===== config.mk =====
export PLATFORM = sky130hd
export DESIGN_NAME = asf_device_flat
export DESIGN_NICKNAME = d
export VERILOG_FILES = /design/src/hw/asf_pkg.sv /design/src/hw/asf_line_if.sv /design/src/hw/asf_device.sv /design/src/flat_wrapper.sv
export SDC_FILE = /design/constraint.sdc
export NUM_CORES = 1
export LEC_CHECK = 0
export BUFFER_PORTS_ARGS = -buffer_cell sky130_fd_sc_hd__buf_2
export CAP_MARGIN = 20
export CORE_MARGIN = 2
export CORE_UTILIZATION = 56
export CTS_CLUSTER_SIZE = 40
export DETAILED_ROUTE_END_ITERATION = 8
export PLACE_DENSITY = 0.76
export SETUP_SLACK_MARGIN = 0.3
export SLEW_MARGIN = 20
export SYNTH_ARGS = -nofsm -noshare
export SYNTH_HDL_FRONTEND = slang
export SYNTH_SLANG_ARGS = --single-unit

===== constraint.sdc =====
create_clock -name pclk -period 4.22 [get_ports pclk]
set_clock_uncertainty 0.15 [all_clocks]
set_input_delay 0 -clock pclk [delete_from_list [all_inputs] [get_ports pclk]]
set_output_delay 0 -clock pclk [all_outputs]
set_load 0.1 [all_outputs]

===== src/hw/asf_pkg.sv =====
// package of constants for the async serial frame format block
package asf_pkg;
  // apb register offsets (byte addresses)
  localparam logic [7:0] ASF_OFF_FORMAT = 8'h00;
  localparam logic [7:0] ASF_OFF_TXDATA = 8'h04;
  localparam logic [7:0] ASF_OFF_RXDATA = 8'h08;
  localparam logic [7:0] ASF_OFF_STATUS = 8'h0C;
  localparam logic [7:0] ASF_OFF_BAUD = 8'h10;
  // frame_format_register field positions
  localparam int ASF_FMT_MCE = 7;
  localparam int ASF_FMT_PTYPE_LO = 5;
  localparam int ASF_FMT_PE = 4;
  localparam int ASF_FMT_DLEN_LO = 2;
  localparam int ASF_FMT_XBE = 1;
  localparam int ASF_FMT_STOP2 = 0;
  localparam logic [7:0] ASF_FMT_RESET = 8'h0C;
  // status bit positions
  localparam int ASF_ST_TXBUSY = 0;
  localparam int ASF_ST_RXVALID = 1;
  localparam int ASF_ST_PERR = 2;
  localparam int ASF_ST_FERR = 3;
  localparam int ASF_ST_RXXBIT = 4;
  // parity types
  localparam logic [1:0] ASF_PAR_ODD = 2'h0;
  localparam logic [1:0] ASF_PAR_EVEN = 2'h1;
  localparam logic [1:0] ASF_PAR_MARK = 2'h2;
  localparam logic [1:0] ASF_PAR_SPACE = 2'h3;
  // bit period divider, cycles of pclk per bit
  localparam logic [15:0] ASF_BAUD_RESET = 16'h01B2;
  localparam logic [3:0] ASF_DATA_BITS_MIN = 4'h5;
  typedef enum logic [2:0] {ASF_IDLE, ASF_START, ASF_DATA, ASF_XBIT, ASF_STOP1, ASF_STOP2}
    asf_state_e;
  // parity bit from the already masked data and the parity type
  function automatic logic asf_parity(input logic [7:0] d, input logic [1:0] ty);
    logic p;
    p = ^d;
    if (ty == ASF_PAR_MARK) begin
      asf_parity = 1'b1;
    end else if (ty == ASF_PAR_SPACE) begin
      asf_parity = 1'b0;
    end else if (ty == ASF_PAR_EVEN) begin
      asf_parity = p;
    end else begin
      asf_parity = ~p;
    end
  endfunction
endpackage


===== src/hw/asf_line_if.sv =====
// serial line between the device end and the remote transceiver end
`timescale 1ns/1ps
`default_nettype none
interface asf_line_if;
  logic dev_txd;
  logic rem_txd;
  modport device (output dev_txd, input rem_txd);
  modport remote (input dev_txd, output rem_txd);
endinterface
`default_nettype wire


===== src/hw/asf_device.sv =====
// device end: apb registers, frame transmitter and frame receiver
`timescale 1ns/1ps
`default_nettype none
module asf_device
  import asf_pkg::*;
(
  // clock and reset
  input wire logic pclk,
  input wire logic presetn,
  // apb slave
  input wire logic psel,
  input wire logic penable,
  input wire logic pwrite,
  input wire logic [7:0] paddr,
  input wire logic [31:0] pwdata,
  output logic [31:0] prdata,
  output logic pready,
  output logic pslverr,
  // serial line
  asf_line_if.device line
);
  logic [7:0] fmt_ff;
  logic [15:0] baud_ff;
  logic [31:0] prdata_ff;
  logic pready_ff, pslverr_ff;
  logic txd_ff;
  logic rxd_prev_ff;
  logic rx_s1_ff, rx_s2_ff, rx_s3_ff;
  logic [7:0] txsh_ff, rxsh_ff, rxdata_ff;
  logic tx_xbit_ff, rx_xbit_ff;
  logic rxvalid_ff, perr_ff, ferr_ff;
  asf_state_e tx_st_ff, rx_st_ff;
  logic [15:0] tx_cnt_ff, rx_cnt_ff;
  logic [2:0] tx_bit_ff, rx_bit_ff;
  logic rx_par_ff;

  // format decode; every framing option lives in one register
  wire [3:0] dbits = ASF_DATA_BITS_MIN + {2'h0, fmt_ff[ASF_FMT_DLEN_LO +: 2]};
  wire pe = fmt_ff[ASF_FMT_PE];
  wire [1:0] ptype = fmt_ff[ASF_FMT_PTYPE_LO +: 2];
  wire xbe = fmt_ff[ASF_FMT_XBE] & ~pe;
  wire stop2 = fmt_ff[ASF_FMT_STOP2] & (fmt_ff[ASF_FMT_DLEN_LO +: 2] != 2'h0);
  wire mce = fmt_ff[ASF_FMT_MCE];
  wire xslot = pe | xbe;
  wire [2:0] last_bit = 3'(dbits - 4'h1);
  wire [7:0] dmask = 8'(16'h00FF >> (4'h8 - dbits));

  // apb decode
  wire acc = psel & penable & ~pready_ff;
  // a write lands on the edge at which the master sees pready high
  wire xfer = psel & penable & pready_ff;
  wire wr = xfer & pwrite;
  wire hit_fmt = paddr == ASF_OFF_FORMAT;
  wire hit_tx = paddr == ASF_OFF_TXDATA;
  wire hit_rx = paddr == ASF_OFF_RXDATA;
  wire hit_st = paddr == ASF_OFF_STATUS;
  wire hit_bd = paddr == ASF_OFF_BAUD;
  wire mapped = hit_fmt | hit_tx | hit_rx | hit_st | hit_bd;
  wire tx_busy = tx_st_ff != ASF_IDLE;
  wire tx_go = wr & hit_tx & ~tx_busy;
  wire rd_rx = acc & ~pwrite & hit_rx;
  wire [31:0] status = {27'h0, rx_xbit_ff, ferr_ff, perr_ff, rxvalid_ff, tx_busy};
  wire [31:0] rsel = hit_fmt ? {24'h0, fmt_ff} : hit_tx ? 32'h0 :
                     hit_rx ? {24'h0, rxdata_ff} : hit_st ? status :
                     hit_bd ? {16'h0, baud_ff} : 32'h0;
  wire [15:0] bmax = (baud_ff == 16'h0) ? 16'h0 : 16'(baud_ff - 16'h1);
  wire [15:0] bhalf = {1'b0, bmax[15:1]};
  wire tx_tick = tx_cnt_ff == bmax;
  wire rx_tick = rx_cnt_ff == bmax;
  wire rxd = rx_s3_ff;
  // previous level resets high, so leaving reset never looks like a start edge
  wire rx_fall = (rx_s2_ff == rx_s3_ff) & ~rx_s2_ff & rxd_prev_ff;

  // apb slave answers one cycle after the access phase starts
  always_ff @(posedge pclk or negedge presetn) begin
    if (!presetn) begin
      pready_ff <= 1'b0;
      pslverr_ff <= 1'b0;
      prdata_ff <= 32'h0;
      fmt_ff <= ASF_FMT_RESET;
      baud_ff <= ASF_BAUD_RESET;
    end else begin
      pready_ff <= acc;
      pslverr_ff <= acc & ~mapped;
      prdata_ff <= (acc & ~pwrite) ? rsel : 32'h0;
      if (wr & hit_fmt) fmt_ff <= pwdata[7:0];
      if (wr & hit_bd) baud_ff <= pwdata[15:0];
    end
  end
  assign prdata = prdata_ff;
  assign pready = pready_ff;
  assign pslverr = pslverr_ff;

  // transmitter
  always_ff @(posedge pclk or negedge presetn) begin
    if (!presetn) begin
      tx_st_ff <= ASF_IDLE;
      txd_ff <= 1'b1;
      tx_cnt_ff <= 16'h0;
      tx_bit_ff <= 3'h0;
      txsh_ff <= 8'h0;
      tx_xbit_ff <= 1'b0;
    end else begin
      tx_cnt_ff <= (tx_go | tx_tick) ? 16'h0 : 16'(tx_cnt_ff + 16'h1);
      case (tx_st_ff)
        ASF_IDLE: begin
          txd_ff <= 1'b1;
          if (tx_go) begin
            txsh_ff <= pwdata[7:0] & dmask;
            // extra bit from bit 8; parity type picks computed bit
            tx_xbit_ff <= pe ? asf_parity(pwdata[7:0] & dmask, ptype) : pwdata[8];
            txd_ff <= 1'b0;
            tx_st_ff <= ASF_START;
          end
        end
        ASF_START: if (tx_tick) begin
          txd_ff <= txsh_ff[0];
          txsh_ff <= {1'b0, txsh_ff[7:1]};
          tx_bit_ff <= 3'h0;
          tx_st_ff <= ASF_DATA;
        end
        ASF_DATA: if (tx_tick) begin
          if (tx_bit_ff == last_bit) begin
            txd_ff <= xslot ? tx_xbit_ff : 1'b1;
            tx_st_ff <= xslot ? ASF_XBIT : ASF_STOP1;
          end else begin
            txd_ff <= txsh_ff[0];
            txsh_ff <= {1'b0, txsh_ff[7:1]};
            tx_bit_ff <= 3'(tx_bit_ff + 3'h1);
          end
        end
        ASF_XBIT: if (tx_tick) begin
          txd_ff <= 1'b1;
          tx_st_ff <= ASF_STOP1;
        end
        ASF_STOP1: if (tx_tick) begin
          tx_st_ff <= stop2 ? ASF_STOP2 : ASF_IDLE;
        end
        default: if (tx_tick) begin
          tx_st_ff <= ASF_IDLE;
        end
      endcase
    end
  end
  assign line.dev_txd = txd_ff;

  // rx pin synchroniser; change counts once stages two and three agree
  always_ff @(posedge pclk or negedge presetn) begin
    if (!presetn) begin
      rx_s1_ff <= 1'b1;
      rx_s2_ff <= 1'b1;
      rx_s3_ff <= 1'b1;
      rxd_prev_ff <= 1'b1;
    end else begin
      rx_s1_ff <= line.rem_txd;
      rx_s2_ff <= rx_s1_ff;
      rx_s3_ff <= rx_s2_ff;
      rxd_prev_ff <= rx_s3_ff;
    end
  end

  // receiver samples mid-bit; parity and stop checked in hardware
  always_ff @(posedge pclk or negedge presetn) begin
    if (!presetn) begin
      rx_st_ff <= ASF_IDLE;
      rx_cnt_ff <= 16'h0;
      rx_bit_ff <= 3'h0;
      rxsh_ff <= 8'h0;
      rxdata_ff <= 8'h0;
      rx_xbit_ff <= 1'b0;
      rx_par_ff <= 1'b0;
      rxvalid_ff <= 1'b0;
      perr_ff <= 1'b0;
      ferr_ff <= 1'b0;
    end else begin
      rx_cnt_ff <= (rx_tick || rx_st_ff == ASF_IDLE) ? 16'h0 : 16'(rx_cnt_ff + 16'h1);
      if (rd_rx) begin
        rxvalid_ff <= 1'b0;
        perr_ff <= 1'b0;
        ferr_ff <= 1'b0;
      end
      case (rx_st_ff)
        ASF_IDLE: if (rx_fall) begin
          rx_st_ff <= ASF_START;
        end
        ASF_START: if (rx_cnt_ff == bhalf) begin
          rx_st_ff <= rxd ? ASF_IDLE : ASF_DATA; // glitch rejected
          rx_bit_ff <= 3'h0;
          rxsh_ff <= 8'h0;
        end
        ASF_DATA: if (rx_cnt_ff == bhalf) begin
          rxsh_ff[rx_bit_ff] <= rxd;
          rx_bit_ff <= 3'(rx_bit_ff + 3'h1);
          if (rx_bit_ff == last_bit) rx_st_ff <= xslot ? ASF_XBIT : ASF_STOP1;
        end
        ASF_XBIT: if (rx_cnt_ff == bhalf) begin
          rx_par_ff <= rxd;
          rx_st_ff <= ASF_STOP1;
        end
        default: if (rx_cnt_ff == bhalf) begin
          rx_st_ff <= ASF_IDLE;
          // in multiprocessor mode only frames with extra bit set are kept
          if (!mce || (xslot && rx_par_ff)) begin
            rxdata_ff <= rxsh_ff;
            rx_xbit_ff <= rx_par_ff;
            rxvalid_ff <= 1'b1; // set wins over read clear
            perr_ff <= pe & (rx_par_ff != asf_parity(rxsh_ff, ptype));
            ferr_ff <= ~rxd;
          end
        end
      endcase
    end
  end
endmodule
`default_nettype wire


===== src/flat_wrapper.sv =====
// flat-port wrapper written by rule: the top's interface ports become plain ports
module asf_device_flat import asf_pkg::*;
  (pclk, presetn, psel, penable, pwrite, paddr, pwdata, prdata, pready, pslverr, line_dev_txd, line_rem_txd);
  asf_line_if line_i ();
  input wire logic pclk;
  input wire logic presetn;
  input wire logic psel;
  input wire logic penable;
  input wire logic pwrite;
  input wire logic [7:0] paddr;
  input wire logic [31:0] pwdata;
  output logic [31:0] prdata;
  output logic pready;
  output logic pslverr;
  output wire logic [$bits(line_i.dev_txd)-1:0] line_dev_txd;
  input wire logic [$bits(line_i.rem_txd)-1:0] line_rem_txd;
  assign line_dev_txd = line_i.dev_txd;
  assign line_i.rem_txd = line_rem_txd;
  asf_device u_core (.pclk(pclk), .presetn(presetn), .psel(psel), .penable(penable), .pwrite(pwrite), .paddr(paddr), .pwdata(pwdata), .prdata(prdata), .pready(pready), .pslverr(pslverr), .line(line_i));
endmodule

Word level (Yosys, flattened, before mapping)

Cells that the tools add are included.

Bits in registers: 137
Latch bits: 0
Bits in writable memories: 0
Memory bits (read-only): 0
Output and inout bits: 35
Word-level logic and storage cells: 203
Memories kept: 0

$add $sub $neg: 8
$mul: 0
Divide/modulo/power cells: 0
Magnitude comparators: 2
Eq/ne operators: 33
Shifts and indexed selects: 1
Muxes and demuxes: 72
Bitwise logic cells: 33
Reduce and logical (&&, ||, !) cells: 29

Operator list:

| cell                    | count |
|---|---|
| $mux W32                | 5 |
| $mux W16                | 4 |
| $mux W3                 | 18 |
| $mux W8                 | 6 |
| $add A16 B1 Y16 const B | 2 |
| $eq A16 B16 Y1          | 2 |
| $mux W1                 | 29 |
| $pmux W8 S3             | 1 |
| $ne A2 B1 Y1 const B    | 11 |
| $and A1 B1 Y1           | 16 |
| $eq A16 B15 Y1          | 1 |
| $eq A8 B4 Y1 const B    | 2 |
| $logic_not A16 Y1       | 1 |
| $pmux W8 S2             | 1 |
| $reduce_xor A8 Y1       | 2 |
| $sub A16 B1 Y16 const B | 1 |
| $pmux W3 S5             | 1 |
| $eq A3 B2 Y1 const B    | 4 |
| $pmux W3 S2             | 2 |
| $pmux W3 S4             | 1 |
| $not A1 Y1              | 10 |
| $reduce_bool A2 Y1      | 5 |
| $and A8 B8 Y8           | 1 |
| $bwmux W8               | 1 |
| other kinds (35)        | 51 |

Longest topological paths before layout

Depth in word-level cells: 13
Gate-level depth with buffers: 13

Worst setup path after synthesis

OpenSTA, ideal clock, no wires.

Path type: register -> register
Start point: register u_core.baud_ff[0]
End point: register u_core.rx_xbit_ff
Arrival: 3.337 ns
Data required time: 3.945 ns
Slack: 0.608 ns
Stages on the path, launching flop included: 13
Buffers on the path: 2
Period minus slack after synthesis: 3.612 ns
Cell sequence: dfrtp_1 inv_1 ha_1 or3b_2 buf_2 o21ai_0 nand2_1 or2_2 a211oi_1 o2111ai_2 nor2_2 buf_4 mux2_2

Word-level cells in the longest chain between the ends: 4
Elaborated cells between the ends (all ways): 5
Classes of those cells: add/sub (1); eq/ne (1); mux (1); reduce/logical (2)

Ends and longest elaborated chain:

| what                                                 | line              | source |
|---|---|---|
| start, declared                                      | asf_device.sv:23  | `logic [15:0] baud_ff;` |
| start signal, assigned                               | asf_device.sv:87  | `if (wr & hit_bd) baud_ff <= pwdata[15:0];` |
| $sub A16 B1 Y16 or $logic_not A16 Y1 (tied branches) | asf_device.sv:66  | `wire [15:0] bmax = (baud_ff == 16'h0) ? 16'h0 : 16'(baud_ff - 16'h1);` |
| $mux W16 (*)                                         | asf_device.sv:66  |  |
| $eq A16 B15 Y1 (*)                                   | asf_device.sv:200 | `default: if (rx_cnt_ff == bhalf) begin` |
| $reduce_and A3 Y1 (no source line) (*)               | n/a               |  |
| end signal, assigned                                 | asf_device.sv:205 | `rx_xbit_ff <= rx_par_ff;` |
| end, declared                                        | asf_device.sv:30  | `logic tx_xbit_ff, rx_xbit_ff;` |

Mark *: on every way between the ends. The rest lies on a longest branch, timed or not.
A chain may end at the register's enable or synchronous reset.

Worst setup path in the final report

Start point: register u_core.baud_ff[0]
End point: register u_core.rxsh_ff[6]

Word-level cells in the longest chain between the ends: 5
Elaborated cells between the ends (all ways): 7
Classes of those cells: add/sub (1); eq/ne (3); mux (1); reduce/logical (2)

Ends and longest elaborated chain:

| what                                                 | line                                 | source |
|---|---|---|
| $sub A16 B1 Y16 or $logic_not A16 Y1 (tied branches) | asf_device.sv:66                     |  |
| $mux W16 (*)                                         | asf_device.sv:66                     |  |
| $eq A16 B15 Y1 (*)                                   | asf_device.sv:186, asf_device.sv:191 |  |
| $ne A2 B1 Y1 (no source line)                        | n/a                                  |  |
| $reduce_and A3 Y1 (no source line) (*)               | n/a                                  |  |
| end signal, assigned by index                        | asf_device.sv:192                    | `rxsh_ff[rx_bit_ff] <= rxd;` |
| end, declared                                        | asf_device.sv:29                     | `logic [7:0] txsh_ff, rxsh_ff, rxdata_ff;` |

Marks and branches as above.

==> flow_summary.yaml <==
logic_synthesis:
  yosysSeqAreaShare: 0.395
  synth_enable_flop_cells: 0
  ys_seq_elements: 121
  async_reset_ff_frac: 1.00
  synth_top_flop_cell: "dfrtp_1"
  netlist.area_leader.share: 0.354
  yosysUniqueCellTypes: 85
  synth_warnings: 0
  synth_area_leaders: "dfrtp_1 (35%), xnor2_1 (5.5%), mux2_2 (4.7%)"
  yosys.area.top_type: "dfrtp_1"
  post_synth.cell_area_avg_um2: 9.19
  syn_inst: 838
  syn_area_um2: 7700
timing:
  hold_viol: 0
  finalMaxSlewViolations: 0
  rsz0062_at_grt: "false"
  post-route-period-util: 0.902
  clock.fmax_ghz: 0.263
  setup_viol: 0
  worstMarginPinSlew_ps: 755
  slew_headroom: 0.495
  fin_tns_setup_ps: 0
  period_needed_ps: 3800
routing:
  antenna_left: 0
  met2RoutedLength_um: 9850
  vias: 6731
  drtPass1Iterations: 6
  routed_wl_um: 20000
  dr_wl_met3_um: 1260
  routedWlPerCell_um: 18.3
  drt_first_iter_violations: 690
  top_layer: "met4"
  drc: 0
  wl_met1_um: 8310
  viasPerCell: 6.15
setup_path:
  worstRegToRegCells: 12
  critPathCaptureType: "flip-flop"
  path_class: "reg2reg"
  rrSetupSlack_ps: 420
  cp-endpoint: "u_core.rxsh_ff[6]$_DFFE_PN0P_"
  cp-start-kind: "flip-flop"
  critPathLaunch: "u_core.baud_ff[0]$_DFFE_PN0P_"
  r2r-end: "u_core.rxsh_ff[6]$_DFFE_PN0P_"
  reg2reg_from: "u_core.baud_ff[0]$_DFFE_PN0P_"
  cp.required_ps: 4430
  worstPathArrival_ps: 4020
  worst-path-max-fanout: 7
grt:
  grt_pass1_vias: 6560
  grt_usage: 0.285
  grt_first_pass_wirelength_um: 32800
  grt_max_degree: 47
  antenna_found_initial: 0
  overflow: 0
final_layout:
  layout-drive-gt1-share: 0.199
  nFillCells: 1061
  final_core_util: 0.677
  syn_to_final_growth_pct: 17.3
  diodes: 0
  nNetsFinal: 959
placed_design:
  dp_hpwl_um: 13700
  portBuffers: 48
  place.gp.congestion: 0.965
power_and_ir_drop:
  power.leakage_nw: 4.05
  peakVddDrop_mv: 0.383
  total_power_mw: 3.43
  powerDensity_nw_per_um2: 380
die:
  start_util: 0.577
  dieWidth_um: 121
  die-height_um: 121
  core_um2: 13300
  dieArea_um2: 14700
  core.rowCount: 42
  io-pin-count: 81
cts:
  clockBufferDepth: 2
  clkTransAtPathRegs_ps: 60
  cts.sinks: 121
  cts_tree: "built"
  clock_latency_ps: 430
  cts_inserted_buffers: 17
  htreeDepth: 4
  root_buffer: "clkbuf_16"
flow_run:
  drv_cap: 0
outcome:
  status: "finished clean"
worst_hold_path:
  hold_path_class: "in2reg"
per-stage QoR:
| step | hold slack [ps] | cells | setup slack (ps) | instance area [µm²] |
|---|---|---|---|---|
| CTS | 7.81 | 1087 | 306 | 8930 |
| global route | 55.7 | 1094 | 309 | 9030 |
| global placement | -180 | 1026 | 386 | 8020 |
| floorplan | -446 | 853 | 608 | 7750 |
| finish | 36.5 | 1094 | 415 | 9030 |
| detailed placement | -175 | 1026 | 201 | 8020 |
critical path, cell delays in order, from the launching register on:
cell,delay [ps]
dfrtp_1,450
inv_2,150
ha_4,190
or3b_4,440
buf_4,160
or3_1,380
nand2_1,210
nand3_1,100
a211oi_1,460
o2111ai_4,250
buf_6,200
or4_1,510
nand2_1,90
sequential cells by signal, indices dropped and copies added, names as in the netlist, 3 cells and up:
register and flops:
u_core.rx_cnt_ff 16, u_core.rx_st_ff 3, u_core.baud_ff 16, u_core.txsh_ff 8, u_core.tx_bit_ff 3, u_core.rxsh_ff 8
u_core.rxdata_ff 8, u_core.rx_bit_ff 3, u_core.prdata 16, u_core.fmt_ff 8, u_core.tx_st_ff 3, u_core.tx_cnt_ff 16
Yosys cell counts (all sizes together), types with 3 or more instances:
library cell	count
or2	5
nand4	9
o31ai	15
nor4	10
or3	11
a222oi	8
nand2b	10
or3b	3
nor3b	8
and3	16
o211ai	8
a21o	3
and4	3
dfstp	12
o21a	3
or4	7
xor2	20
nand3	41
mux2i	20
a21oi	31
o32ai	6
nor3	27
ha	8
or4b	5
inv	18
and2	16
nand3b	7
mux2	34
o21ai	34
buf	32
a22oi	3
dfrtp	109
nand2	68
nor2b	6
clkbuf	41
a211oi	7
nor2	82
nor4b	3
o22ai	3
xnor2	48
area by class of cell:
cell class              instances  area [µm²]  area share
clock inverters                12         139      0.0154
inverters                      18        67.6     0.00748
clock buffers                  20         467      0.0517
repair buffers                105         756      0.0837
flip-flops and latches        121        3040       0.337
multi-input cells             642        4340       0.481
well taps                     176         220      0.0244
worst min-delay path by stage:
stage	start	end	slack [ps]	cells past startpoint
6_report	pwrite	u_core.fmt_ff[3]$_DFFE_PN1P_	40	5
5_1_grt	pwrite	u_core.prdata[1]$_DFF_PN0_	60	3
4_1_cts	pwrite	u_core.fmt_ff[3]$_DFFE_PN1P_	8	5
3_5_place_dp	presetn	u_core.tx_cnt_ff[11]$_DFF_PN0_	-170	1
3_3_place_gp	presetn	u_core.tx_cnt_ff[11]$_DFF_PN0_	-180	1
2_1_floorplan	presetn	u_core.baud_ff[0]$_DFFE_PN0P_	-450	0
routing by layer:
layer,track usage,vias up
met5,0,-
met4,0.122,0
met3,0.0606,50
met2,0.471,277
met1,0.363,3290
li1,-,3114
cell usage in the layout (no fill, tap or decap), types with 7 or more instances in the layout:
| cell type | count |
|---|---|
| and3_1 | 16 |
| nand2_1 | 67 |
| dlygate4sd3_1 | 28 |
| nor3b_1 | 8 |
| or3_1 | 10 |
| mux2_2 | 32 |
| a211oi_1 | 7 |
| o31ai_1 | 13 |
| and2_1 | 15 |
| nor3_1 | 26 |
| dfrtp_1 | 109 |
| xor2_1 | 20 |
| a222oi_1 | 8 |
| nor2_1 | 81 |
| dfstp_2 | 12 |
| ha_1 | 7 |
| o21ai_0 | 31 |
| nand3b_1 | 7 |
| buf_2 | 49 |
| o211ai_1 | 8 |
| nand3_1 | 41 |
| mux2i_1 | 20 |
| nand4_1 | 8 |
| inv_1 | 17 |
| buf_4 | 25 |
| conb_1 | 16 |
| xnor2_1 | 47 |
| nor4_1 | 8 |
| clkbuf_16 | 17 |
| nand2b_1 | 10 |
| a21oi_1 | 31 |
logic make-up (layout without fill, tap and decap cells):
logic type	after synthesis	in the layout	synth area share
flip-flops	121	121	0.395
XOR/XNOR	70	70	0.0832
multiplexers	54	54	0.0757
AO/OA/AOI/OAI	152	152	0.140
adder cells (fa/ha/maj)	8	8	0.0130
buffers and inverters	91	155	0.0562
other	1	16	0.000487
AND/OR/NAND/NOR	341	342	0.236
repair_timing:
| action | CTS | global route |
|---|---|---|
| hold buffers | 29 | 0 |
| cloned | 0 | 3 |
| pin swaps | 0 | 2 |
| endpoints found under the setup margin | 21 | 41 |
| resized for setup | 1 | 11 |
| setup buffers | 0 | 4 |
| hold endpoints to repair | 153 | 0 |
power breakdown:
part | total, mW | internal, mW | switching (mW)
combinational | 0.559 | 0.223 | 0.336
sequential | 1.40 | 1.23 | 0.167
clock | 1.48 | 0.921 | 0.558
Note: power is estimated with default switching activity, not from simulation.
